$ cat src/design/sls_link_status_map.vh
// Register map, field positions and reset values of the link status block
`ifndef SLS_LINK_STATUS_MAP_VH
`define SLS_LINK_STATUS_MAP_VH

// ********************************************
// Register offsets (word indices, compared with address bits 5-2)
// ********************************************
`define SLS_OFS_STATUS    4'h0
`define SLS_OFS_CTRL      4'h1
`define SLS_OFS_IRQ_STAT  4'h2
`define SLS_OFS_IRQ_CLR   4'h3
`define SLS_OFS_IRQ_EN    4'h4
`define SLS_ADDR_W        6

// ********************************************
// Status register fields
// ********************************************
`define SLS_RX_LANE_HI    27
`define SLS_RX_LANE_LO    24
`define SLS_TX_LANE_HI    23
`define SLS_TX_LANE_LO    20
`define SLS_SAMPLE_HI     14
`define SLS_SAMPLE_LO     12
`define SLS_TMGR_BIT      11
`define SLS_STALL_BIT     10
`define SLS_FLOWREQ_BIT   9
`define SLS_RERR_BIT      8
`define SLS_LERR_BIT      7
`define SLS_FIFO_HI       6
`define SLS_FIFO_LO       3
`define SLS_SLV_PEND_BIT  2
`define SLS_MST_PEND_BIT  1
`define SLS_LINK_BIT      0

// ********************************************
// Control and interrupt fields
// ********************************************
`define SLS_IRQ_EN_BIT    13
`define SLS_EV_RERR       0
`define SLS_EV_LERR       1
`define SLS_EV_LINK       2
`define SLS_EV_W          3

// ********************************************
// Reset values
// ********************************************
`define SLS_RST_STATUS    32'h0000_0800
`define SLS_RST_EV        3'h0

`endif

$ cat src/design/sls_link_status.v
// Status register bank of a multi-lane serial link port with Avalon-MM access
//
// Function
// RL1 - Reserved bits 31-28 and 19-15 read zero; writes to them are ignored.
// RL2 - Bits 27-24 show receive lanes in use, 0 to 4; 5h-Fh reserved.
// RL3 - Bits 23-20 show transmit lanes in use, 0 to 4; higher codes reserved.
// RL4 - Bits 14-12 show the live sample point of the receive timing manager.
// RL5 - Bit 11 is read-only and always one: timing manager present.
// RL6 - Peer flow enable sets bit 10 and halts transmit until peer disable.
// RL7 - Either inbound FIFO full sends a flow enable request and sets bit 9.
// RL8 - Error bits 8 and 7 clear on writing one; zero leaves them.
// RL9 - After reset all fields read zero except the presence bit, which is one.
// RL10 - Error symbol from link sets remote error; inbound packet error sets local.
// RL11 - Bit 0 is one after link initialization completes, zero otherwise.
// RL12 - Port interrupt asserts while an error flag is set and control bit 13 set.
// RL13 - Bits 6 to 3 show slave cmd, slave data, master cmd, master data nonempty.
// RL14 - Writes to read-only status fields do not change their live values.
`timescale 1ns/100ps
`include "sls_link_status_map.vh"

module sls_link_status
(
    input  wire        core_clk,
    input  wire        rst_n,
    input  wire [5:0]  avs_address,
    input  wire        avs_read,
    input  wire        avs_write,
    input  wire [31:0] avs_writedata,
    input  wire [3:0]  avs_byteenable,
    output reg  [31:0] avs_readdata,
    output reg         avs_waitrequest,
    input  wire        link_clk,
    input  wire        link_flow_on,
    input  wire        link_flow_off,
    input  wire        link_err_symbol,
    input  wire [3:0]  rx_lane_count,
    input  wire [3:0]  tx_lane_count,
    input  wire [2:0]  rx_sample_point,
    input  wire        fifo1_full,
    input  wire        fifo2_full,
    input  wire        slave_cmd_fifo_nonempty,
    input  wire        slave_data_fifo_nonempty,
    input  wire        master_cmd_fifo_nonempty,
    input  wire        master_data_fifo_nonempty,
    input  wire        slave_request_pending,
    input  wire        master_request_pending,
    input  wire        link_up,
    input  wire        pkt_error,
    output reg         inbound_flow_stall,
    output reg         outbound_flow_request,
    output reg         port_irq
);

// ********************************************
// Helpers
// ********************************************
// Sticky flag update: a set in the same cycle as its clear wins
function [`SLS_EV_W-1:0] sticky;
    input [`SLS_EV_W-1:0] cur;
    input [`SLS_EV_W-1:0] set;
    input [`SLS_EV_W-1:0] clr;
    begin
        sticky = set | (cur & ~clr);
    end
endfunction

// ********************************************
// Link domain sampling
// ********************************************
reg  [1:0] lclk_sync_ff;
reg        lclk_prev_ff;
reg  [1:0] fon_sync_ff;
reg  [1:0] foff_sync_ff;
reg  [1:0] esym_sync_ff;
wire       lclk_rise;

// Data and clock pass equal stages, so sampling at the found edge stays aligned
always @(posedge core_clk or negedge rst_n)
begin
    if (!rst_n)
    begin
        lclk_sync_ff <= 2'h0;
        lclk_prev_ff <= 1'b0;
        fon_sync_ff  <= 2'h0;
        foff_sync_ff <= 2'h0;
        esym_sync_ff <= 2'h0;
    end
    else
    begin
        lclk_sync_ff <= {lclk_sync_ff[0], link_clk};
        lclk_prev_ff <= lclk_sync_ff[1];
        fon_sync_ff  <= {fon_sync_ff[0], link_flow_on};
        foff_sync_ff <= {foff_sync_ff[0], link_flow_off};
        esym_sync_ff <= {esym_sync_ff[0], link_err_symbol};
    end
end

assign lclk_rise = lclk_sync_ff[1] & ~lclk_prev_ff;

// ********************************************
// Live status capture
// ********************************************
reg  [3:0] rx_lane_ff;
reg  [3:0] tx_lane_ff;
reg  [2:0] sample_ff;
reg  [3:0] fifo_ne_ff;
reg        slv_pend_ff;
reg        mst_pend_ff;
reg        link_ff;
reg        link_prev_ff;

// Fields follow the link logic every cycle; bus writes never reach them [RL14]
always @(posedge core_clk or negedge rst_n)
begin
    if (!rst_n)
    begin
        rx_lane_ff   <= 4'h0;                                // [RL9]
        tx_lane_ff   <= 4'h0;
        sample_ff    <= 3'h0;
        fifo_ne_ff   <= 4'h0;
        slv_pend_ff  <= 1'b0;
        mst_pend_ff  <= 1'b0;
        link_ff      <= 1'b0;
        link_prev_ff <= 1'b0;
    end
    else
    begin
        // Reserved lane codes are passed through as reported [RL2] [RL3]
        rx_lane_ff   <= rx_lane_count;                       // [RL2]
        tx_lane_ff   <= tx_lane_count;                       // [RL3]
        sample_ff    <= rx_sample_point;                     // [RL4]
        fifo_ne_ff   <= {slave_cmd_fifo_nonempty,
                         slave_data_fifo_nonempty,
                         master_cmd_fifo_nonempty,
                         master_data_fifo_nonempty};         // [RL13]
        slv_pend_ff  <= slave_request_pending;
        mst_pend_ff  <= master_request_pending;
        link_ff      <= link_up;                             // [RL11]
        link_prev_ff <= link_ff;
    end
end

// ********************************************
// Flow control
// ********************************************
reg nxt_stall;

always @*
begin
    nxt_stall = inbound_flow_stall;
    if (lclk_rise && esym_sync_ff[1] == 1'b0)
    begin
        if (fon_sync_ff[1])
            nxt_stall = 1'b1;                                // [RL6]
        else if (foff_sync_ff[1])
            nxt_stall = 1'b0;                                // [RL6]
    end
end

always @(posedge core_clk or negedge rst_n)
begin
    if (!rst_n)
    begin
        inbound_flow_stall    <= 1'b0;
        outbound_flow_request <= 1'b0;
    end
    else
    begin
        inbound_flow_stall    <= nxt_stall;                  // [RL6]
        outbound_flow_request <= fifo1_full | fifo2_full;    // [RL7]
    end
end

// ********************************************
// Bus access
// ********************************************
wire [3:0] reg_idx;
wire       addr_ok;
wire       wr_take;
wire       acc_take;

assign reg_idx  = avs_address[5:2];
assign addr_ok  = (avs_address[1:0] == 2'h0);
// A request is answered at the edge that first sees it; the next edge, with waitrequest low, commits it
assign acc_take = (avs_read | avs_write) & ~avs_waitrequest;
assign wr_take  = avs_write & ~avs_waitrequest & addr_ok;

reg                 irq_en_ctl_ff;
reg                 rerr_ff;
reg                 lerr_ff;
reg [`SLS_EV_W-1:0] ev_stat_ff;
reg [`SLS_EV_W-1:0] ev_en_ff;
reg                 nxt_rerr;
reg                 nxt_lerr;
reg [`SLS_EV_W-1:0] nxt_ev_stat;
reg [`SLS_EV_W-1:0] ev_set;
reg [`SLS_EV_W-1:0] ev_clr;
reg                 rerr_set;
reg                 rerr_clr;
reg                 lerr_set;
reg                 lerr_clr;
wire [31:0]         status_word;

// Reserved ranges are fixed zeros in the read word [RL1]
assign status_word = {4'h0,                                  // [RL1]
                      rx_lane_ff,
                      tx_lane_ff,
                      5'h00,                                 // [RL1]
                      sample_ff,
                      1'b1,                                  // [RL5]
                      inbound_flow_stall,
                      outbound_flow_request,                 // [RL7]
                      rerr_ff,
                      lerr_ff,
                      fifo_ne_ff,
                      slv_pend_ff,
                      mst_pend_ff,
                      link_ff};

// ********************************************
// Error flags and event status
// ********************************************
always @*
begin
    rerr_set = lclk_rise & esym_sync_ff[1];                  // [RL10]
    lerr_set = pkt_error;                                    // [RL10]
    rerr_clr = wr_take && reg_idx == `SLS_OFS_STATUS && avs_byteenable[1]
               && avs_writedata[`SLS_RERR_BIT];              // [RL8]
    lerr_clr = wr_take && reg_idx == `SLS_OFS_STATUS && avs_byteenable[0]
               && avs_writedata[`SLS_LERR_BIT];              // [RL8]
    nxt_rerr = rerr_set | (rerr_ff & ~rerr_clr);
    nxt_lerr = lerr_set | (lerr_ff & ~lerr_clr);
    ev_set   = {`SLS_EV_W{1'b0}};
    ev_set[`SLS_EV_RERR] = rerr_set;
    ev_set[`SLS_EV_LERR] = lerr_set;
    ev_set[`SLS_EV_LINK] = link_ff ^ link_prev_ff;
    ev_clr   = {`SLS_EV_W{1'b0}};
    if (wr_take && reg_idx == `SLS_OFS_IRQ_CLR && avs_byteenable[0])
        ev_clr = avs_writedata[`SLS_EV_W-1:0];
    nxt_ev_stat = sticky(ev_stat_ff, ev_set, ev_clr);
end

always @(posedge core_clk or negedge rst_n)
begin
    if (!rst_n)
    begin
        rerr_ff    <= 1'b0;
        lerr_ff    <= 1'b0;
        ev_stat_ff <= `SLS_RST_EV;
    end
    else
    begin
        rerr_ff    <= nxt_rerr;                              // [RL8]
        lerr_ff    <= nxt_lerr;                              // [RL8]
        ev_stat_ff <= nxt_ev_stat;
    end
end

// ********************************************
// Writable registers
// ********************************************
always @(posedge core_clk or negedge rst_n)
begin
    if (!rst_n)
    begin
        irq_en_ctl_ff <= 1'b0;
        ev_en_ff      <= `SLS_RST_EV;
    end
    else if (wr_take)
    begin
        if (reg_idx == `SLS_OFS_CTRL && avs_byteenable[1])
            irq_en_ctl_ff <= avs_writedata[`SLS_IRQ_EN_BIT];
        if (reg_idx == `SLS_OFS_IRQ_EN && avs_byteenable[0])
            ev_en_ff <= avs_writedata[`SLS_EV_W-1:0];
    end
end

// ********************************************
// Answer and read data
// ********************************************
reg [31:0] nxt_rdata;

always @*
begin
    nxt_rdata = 32'h0000_0000;
    if (addr_ok)
    begin
        case (reg_idx)
            `SLS_OFS_STATUS:   nxt_rdata = status_word;
            `SLS_OFS_CTRL:     nxt_rdata[`SLS_IRQ_EN_BIT] = irq_en_ctl_ff;
            `SLS_OFS_IRQ_STAT: nxt_rdata[`SLS_EV_W-1:0] = ev_stat_ff;
            `SLS_OFS_IRQ_EN:   nxt_rdata[`SLS_EV_W-1:0] = ev_en_ff;
            default:           nxt_rdata = 32'h0000_0000;
        endcase
    end
end

// Unmapped offsets are answered too: read zero, write dropped
always @(posedge core_clk or negedge rst_n)
begin
    if (!rst_n)
    begin
        avs_waitrequest <= 1'b1;
        avs_readdata    <= 32'h0000_0000;
    end
    else if (acc_take)
    begin
        avs_waitrequest <= 1'b1;
    end
    else if (avs_read | avs_write)
    begin
        avs_waitrequest <= 1'b0;
        if (avs_read)
            avs_readdata <= nxt_rdata;
    end
end

// ********************************************
// Interrupt
// ********************************************
always @(posedge core_clk or negedge rst_n)
begin
    if (!rst_n)
    begin
        port_irq <= 1'b0;
    end
    else
    begin
        port_irq <= (irq_en_ctl_ff & (nxt_rerr | nxt_lerr))  // [RL12]
                    | (|(nxt_ev_stat & ev_en_ff));
    end
end

endmodule // sls_link_status

$ cat config.mk
export PLATFORM = sky130hd
export DESIGN_NAME = sls_link_status
export DESIGN_NICKNAME = d
export VERILOG_FILES = /design/src/design/sls_link_status.v
export VERILOG_INCLUDE_DIRS = /design/src /design/src/design
export SDC_FILE = /design/constraint.sdc
export NUM_CORES = 1
export LEC_CHECK = 0
export BUFFER_PORTS_ARGS = -buffer_cell sky130_fd_sc_hd__buf_4
export CORE_ASPECT_RATIO = 1.2
export CORE_MARGIN = 5
export CORE_UTILIZATION = 46
export DETAILED_ROUTE_END_ITERATION = 8
export PLACE_DENSITY = 0.86
export SKIP_CTS_REPAIR_TIMING = 1
export SYNTH_ARGS = -nofsm -noshare
export SYNTH_HDL_FRONTEND = slang
export SYNTH_SLANG_ARGS = --single-unit
$ cat constraint.sdc
create_clock -name core_clk -period 1.68 [get_ports core_clk]
set_input_delay 0.42 -clock core_clk [delete_from_list [all_inputs] [get_ports core_clk]]
set_output_delay 0.42 -clock core_clk [all_outputs]
set_load 0.005 [all_outputs]
### After elaboration in Yosys (flattened, before gate mapping)

Cells that the tools add are included.

| word-level totals | value |
|---|---|
| flip-flop bits (word level) | 73 |
| bits in latches | 0 |
| bits in writable memories | 0 |
| bits in read-only memories | 0 |
| input port bits | 71 |
| output and inout port bits | 36 |
| logic and storage cells | 81 |
| memories kept | 0 |

| operators by class | value |
|---|---|
| $add $sub $neg | 0 |
| multiply operators | 0 |
| div/mod/pow operators | 0 |
| order comparisons | 0 |
| equality and inequality tests | 4 |
| shift operators | 0 |
| mux-type cells | 10 |
| bitwise operators | 25 |
| reductions and logical operators | 19 |

Operator list:

| kind | count |
|---|---|
| 28-bit 2-to-1 mux | 1 |
| 14-bit 2-to-1 mux | 1 |
| 1-bit logical AND | 10 |
| 10-bit 2-to-1 mux | 1 |
| 3-bit case mux with 3 select lines | 1 |
| 1-bit bitwise AND | 8 |
| 4-bit by 2-bit equality test with 1-bit output, second input constant | 2 |
| 3-bit bitwise AND | 2 |
| 1-bit NOT | 6 |
| 1-bit bitwise OR | 6 |
| 2-bit AND reduction | 3 |
| 4-bit by 1-bit equality test with 1-bit output, second input constant | 1 |
| 4-bit by 3-bit equality test with 1-bit output, second input constant | 1 |
| 4-bit logical NOT | 1 |
| 1-bit 2-to-1 mux | 4 |
| 2-bit nonzero test | 2 |
| 3-bit 2-to-1 mux | 1 |
| 3-bit NOT | 1 |
| 3-bit bitwise OR | 1 |
| 3-bit AND reduction | 1 |
| 3-bit OR reduction | 1 |
| 2-bit logical NOT | 1 |
| 1-bit case mux with 2 select lines | 1 |
| 1-bit bitwise XOR | 1 |

### Logic depth before layout (Yosys ltp)

| logic depth | value |
|---|---|
| depth after elaboration | 12 |
| gate-level depth with buffers | 6 |
| mapped depth without buffers | 4 |

### Worst setup path before layout

Ideal clock, no wire load.

| timing path | value |
|---|---|
| path kind | input to register |
| start point | input avs_address[4] |
| end point | register ev_stat_ff[2] |
| setup time | 0.127 ns |
| arrival time | 1.311 ns |
| data required time | 1.553 ns |
| slack | 0.242 ns |
| stages | 4 |
| path buffers | 1 |
| cells stage by stage | buf_2 and4bb_2 a41oi_1 or2_2 |

| on the way | value |
|---|---|
| word-level cells in the longest chain between the ends | 7 |

RTL lines:

| item | line | RTL |
|---|---|---|
| from (decl) | sls_link_status.v:25 | `input wire [5:0] avs_address,` |
| 4-bit by 2-bit equality test with 1-bit output (no line) | - |  |
| 1-bit logical AND (no line) | - |  |
| 1-bit logical AND | sls_link_status.v:238 | `` if (wr_take && reg_idx == `SLS_OFS_IRQ_CLR && avs_byteenable[0]) `` |
| 3-bit 2-to-1 mux | sls_link_status.v:238 |  |
| 3-bit NOT | sls_link_status.v:63 | `sticky = set \| (cur & ~clr);` |
| 3-bit bitwise AND | sls_link_status.v:63 |  |
| 3-bit bitwise OR | sls_link_status.v:63 |  |
| named net nxt_ev_stat[2] | sls_link_status.v:195 | `` reg [`SLS_EV_W-1:0] nxt_ev_stat; `` |
| to (signal assigned) | sls_link_status.v:249 | `` ev_stat_ff <= `SLS_RST_EV; `` |
| to (signal assigned) | sls_link_status.v:255 | `ev_stat_ff <= nxt_ev_stat;` |
| to (decl) | sls_link_status.v:191 | `` reg [`SLS_EV_W-1:0] ev_stat_ff; `` |

The timed path passes the listed nets, and every way through them passes these cells.
A chain may end at the register's enable or synchronous reset.

### Worst setup path after layout

| timing path | value |
|---|---|
| start point | register avs_waitrequest |
| end point | register avs_readdata[12] |

| on the way | value |
|---|---|
| word-level cells in the longest chain between the ends | 4 |

RTL lines:

| item | line | RTL |
|---|---|---|
| from (decl) | sls_link_status.v:31 | `output reg avs_waitrequest,` |
| from (signal assigned) | sls_link_status.v:303 | `avs_waitrequest <= 1'b1;` |
| from (signal assigned) | sls_link_status.v:308 | `avs_waitrequest <= 1'b1;` |
| from (signal assigned) | sls_link_status.v:312 | `avs_waitrequest <= 1'b0;` |
| 1-bit NOT | sls_link_status.v:185 | `assign acc_take = (avs_read \| avs_write) & ~avs_waitrequest;` |
| 1-bit bitwise AND | sls_link_status.v:185 |  |
| 1-bit NOT (no line) | - |  |
| 3-bit AND reduction (no line) | - |  |
| to (signal assigned) | sls_link_status.v:314 | `avs_readdata <= nxt_rdata;` |
| to (decl) | sls_link_status.v:30 | `output reg [31:0] avs_readdata,` |

Every way passes these cells.

==> results.md <==
- Timing would allow up to 0.652 GHz.
- The number of setup violations in the final report is 0.
- The routed layout has 1553 vias.
- The clock slew at the register clock pins of the worst setup and hold paths is 70 ps.
- The main combinational cell family by area after synthesis is compound AO/OA/AOI/OAI gates.
- The final weighted congestion of routability-driven global placement is 0.879.
- The placeable core area is 4900 um2.
- Sequential cells were found to cover 69.2% of the synthesized design area.
- The number of flops mapped to enable cells by yosys is 0.
- Setup repair after global routing left no endpoint under its margin.
- The initial utilization of the core area, before any placement, comes to 47.2%.
- The final routed wirelength across all metal layers is 4500 um.
- The most frequent cell after synthesis is dfrtp_1.
- The global-route wire length before repair is 7450 um.
- The worst-case setup slack after placement is -25.5 ps.
- Synthesis instantiated 33 different standard cells from the library.
- The design draws 3.32 mW.
- The cell accounting for the most synthesized area is dfrtp_1.
- The detail route stage leaves a number of antenna-violating nets equal to 0.
- The highest fanout seen on the critical path is 19.
- The number of buffers and inverters on the critical path is 1.
- The number of search-and-repair iterations in the first detailed-routing pass is 4.
- The tightest hold path in the finished design has a slack of 188 ps.
- The maximum number of pins on one net before global-route repair is 41.
- The worst-case IR drop observed on VDD is 0.000665 V.
- On the critical path, the stage with the largest delay is an instance of dfstp_2.
- The total global routing overflow is 0.
- The number of antenna violations at the first check in global routing was 0.
- After Yosys synthesis, full adders, half adders and majority gates account for 0% of the synthesized area.
- The layout overhead on the synthesized area is 34.0%.
- On the worst path, the slowest cell contributes a delay of 590 ps.
- The total track usage is 15.5%.
- The average via count per standard cell is 5.13.
- Counting flops and latches in the post-synthesis netlist gives 64.
- Counting every sink on the clock net gives 64.
- The worst hold path belongs to the class in -> reg.
- The CTS tree is done.
- The total number of nets in the final design is 309.
- The worst setup path is captured at a flip-flop.
- The number of max-cap violations is 0.
- Buffers placed on the I/O ports in this run total 69.
- In this design, the largest share of critical-path delay is due to flip-flops.
- In the final timing run, aggregate negative setup slack is 0 ps.
- The maximum level of the CTS H-tree is 3.
- The leakage power total is 1.55 nW.
- The amount of wire on met2 after detailed routing is 2350 um.
- The number of antenna repair diodes is 0.
- Of the total synthesized cell area, the portion taken by AND, OR, NAND and NOR gates is 8.65%.
- The die covers 6560 um2.
- The synthesized netlist devotes 0.757% of its cell area to XOR and XNOR gates.
- In this run the cell area of the synthesized design comes to 2310 um2.
- In the detailed route, the total length drawn on met3 is 330 um.
- The async set-or-reset flop fraction in the synthesized netlist is 100%.
- In this run the core area contains 28 standard-cell rows.
- The synthesis warning total is 0.
- Clock tree synthesis inserted a total of 9 buffers.
- The worst setup path is launched from a flip-flop.
- The source-to-sink clock delay at the later pin of the worst-skew pair is 330 ps.
- The detailed placement HPWL is 3390 um.
- The critical path is of the reg -> reg type.
- The number of endpoints with negative hold slack in the final report is 0.
- The clock passes through at most 2 buffers.
- In this run the vertical extent of the chip is 87.7 um.
- After layout, the worst setup slack is 145 ps.
- The average wire per cell in the routed design is 14.9 um.
- After synthesis, the most frequently instantiated cells are dfrtp_1 (63), a22o_1 (22), buf_4 (9).
- The final critical path takes up 91.4% of the cycle.
- The number of design-rule violations left by the first detailed-router iteration is 65.
- The number of max-slew violations in the final report is 0.
- The clock arrives with 6.85 ps of skew.
- Routed signal wires occupy layers up through met4.
- Data on the critical path is required at its endpoint by 1940 ps.
- Dividing the synthesized area by the synthesized cell count gives 14.7 um2.
- In the final layout, the share of cells above drive strength 1 is 42.4%.
- The predominant post-synthesis flop cell is dfrtp_1.
- The tree is rooted in a clkbuf_8.
- The run finished with clean final reports.
- The gate count after technology mapping is 158.
- In this run the horizontal extent of the chip is 74.8 um.
- The number of global-route vias before repair is 1618.
- For this design the top-level I/O count stands at 107.
- After detailed routing, the number of remaining DRC violations is 0.
- The critical path goes through nand2_2 -> nor3_1 -> and2_1 -> buf_12 -> a22o_1.
- The power per unit of standard cell area is 1070 nW/um2.
- The minimum clock period is 1530 ps.
- The worst endpoint data arrival time is 1800 ps.
- The post-synthesis mux area share is 3.73%.
- By area the synthesized netlist is led by dfrtp_1 (68%), a22o_1 (8.3%), buf_4 (2.9%).
- The area fraction in compound gates after synthesis is 12.4%.
- The routed length on met1 is 1710 um.
- Summed over its instances, the top area cell type makes up 68.1% of the synthesized netlist area.
worst paths after layout:
| path | start | to | slack (ps) | depth (start not counted) |
|---|---|---|---|---|
| max in group asynchronous | rst_n | link_ff$_DFF_PN0_ | 640 | 3 |
| setup / recovery | avs_waitrequest$_DFFE_PN1P_ | avs_readdata[12]$_DFFE_PN0P_ | 150 | 5 |
| hold / removal | rx_sample_point[2] | sample_ff[2]$_DFF_PN0_ | 190 | 1 |
| hold reg to reg | fon_sync_ff[0]$_DFF_PN0_ | fon_sync_ff[1]$_DFF_PN0_ | 350 | 0 |
| min in group asynchronous | rst_n | mst_pend_ff$_DFF_PN0_ | 530 | 2 |
| setup reg to reg | avs_waitrequest$_DFFE_PN1P_ | avs_readdata[12]$_DFFE_PN0P_ | 150 | 5 |
layout by cell type (no fill, tap or decap), types with 2 or more instances in the layout:
master    netlist  layout
buf_4           9      72
nor3_1          2       2
buf_12          0       2
nand4_1         3       3
mux2i_1         3       3
o21ai_0         5       5
mux2_2          5       5
nor2_1          4       4
nor2b_1         4       4
conb_1          1       9
clkinv_2        0       2
a41oi_1         5       5
a22o_1         22      22
nand2_1         6       6
dfrtp_1        63      63
or2_2           4       4
inv_1           3       3
clkbuf_8        0      10
where the power goes:
group	internal [mW]	switching, mW
Clock	0.723	0.548
Sequential	1.64	0.0564
Combinational	0.186	0.170
final cells by class:
type                    instances  area, um2
fillers                       388       1800
flip-flops and latches         64       1600
multi-input cells              85        624
repair buffers                 75        591
clock buffers                  11        141
well taps                      60       75.1
clock inverters                 5       56.3
inverters                       3       11.3
flip-flops by register name (all words and copies together), names as in the netlist, 2 cells and up:
name	cells
foff_sync_ff	2
fon_sync_ff	2
ev_stat_ff	3
sample_ff	3
lclk_sync_ff	2
rx_lane_ff	4
fifo_ne_ff	4
esym_sync_ff	2
ev_en_ff	3
tx_lane_ff	4
avs_readdata	23
per-stage QoR:
| stage | instance area, um2 | utilization (%) | instances |
|---|---|---|---|
| floorplan | 2340 | - | 166 |
| global placement | 2890 | 59.0 | 286 |
| detailed placement | 2890 | 59.0 | 286 |
| CTS | 3090 | 63.0 | 302 |
| global route | 3100 | 63.2 | 303 |
| finish | 3100 | 63.2 | 303 |
worst register-to-register path: stages (launching register included):
cell	delay, ps
dfstp_2	590
nand2_2	60
nor3_1	280
and2_1	230
buf_12	160
a22o_1	150
kinds of logic after synthesis:
| family | after synthesis |
|---|---|
| AOI/OAI and AO/OA | 35 |
| xor gates and xnor gates | 2 |
| buffers and inverters | 17 |
| DFF | 64 |
| muxes | 8 |
| other | 1 |
| and+or+nand+nor | 31 |
metal layers:
metal  GRT usage, %  vias to the layer above
met5              0                        -
met4           9.06                        0
li1               -                      717
met2           24.5                       64
met3           4.13                       10
met1           18.8                      762
(Power assumes the default switching activity.)
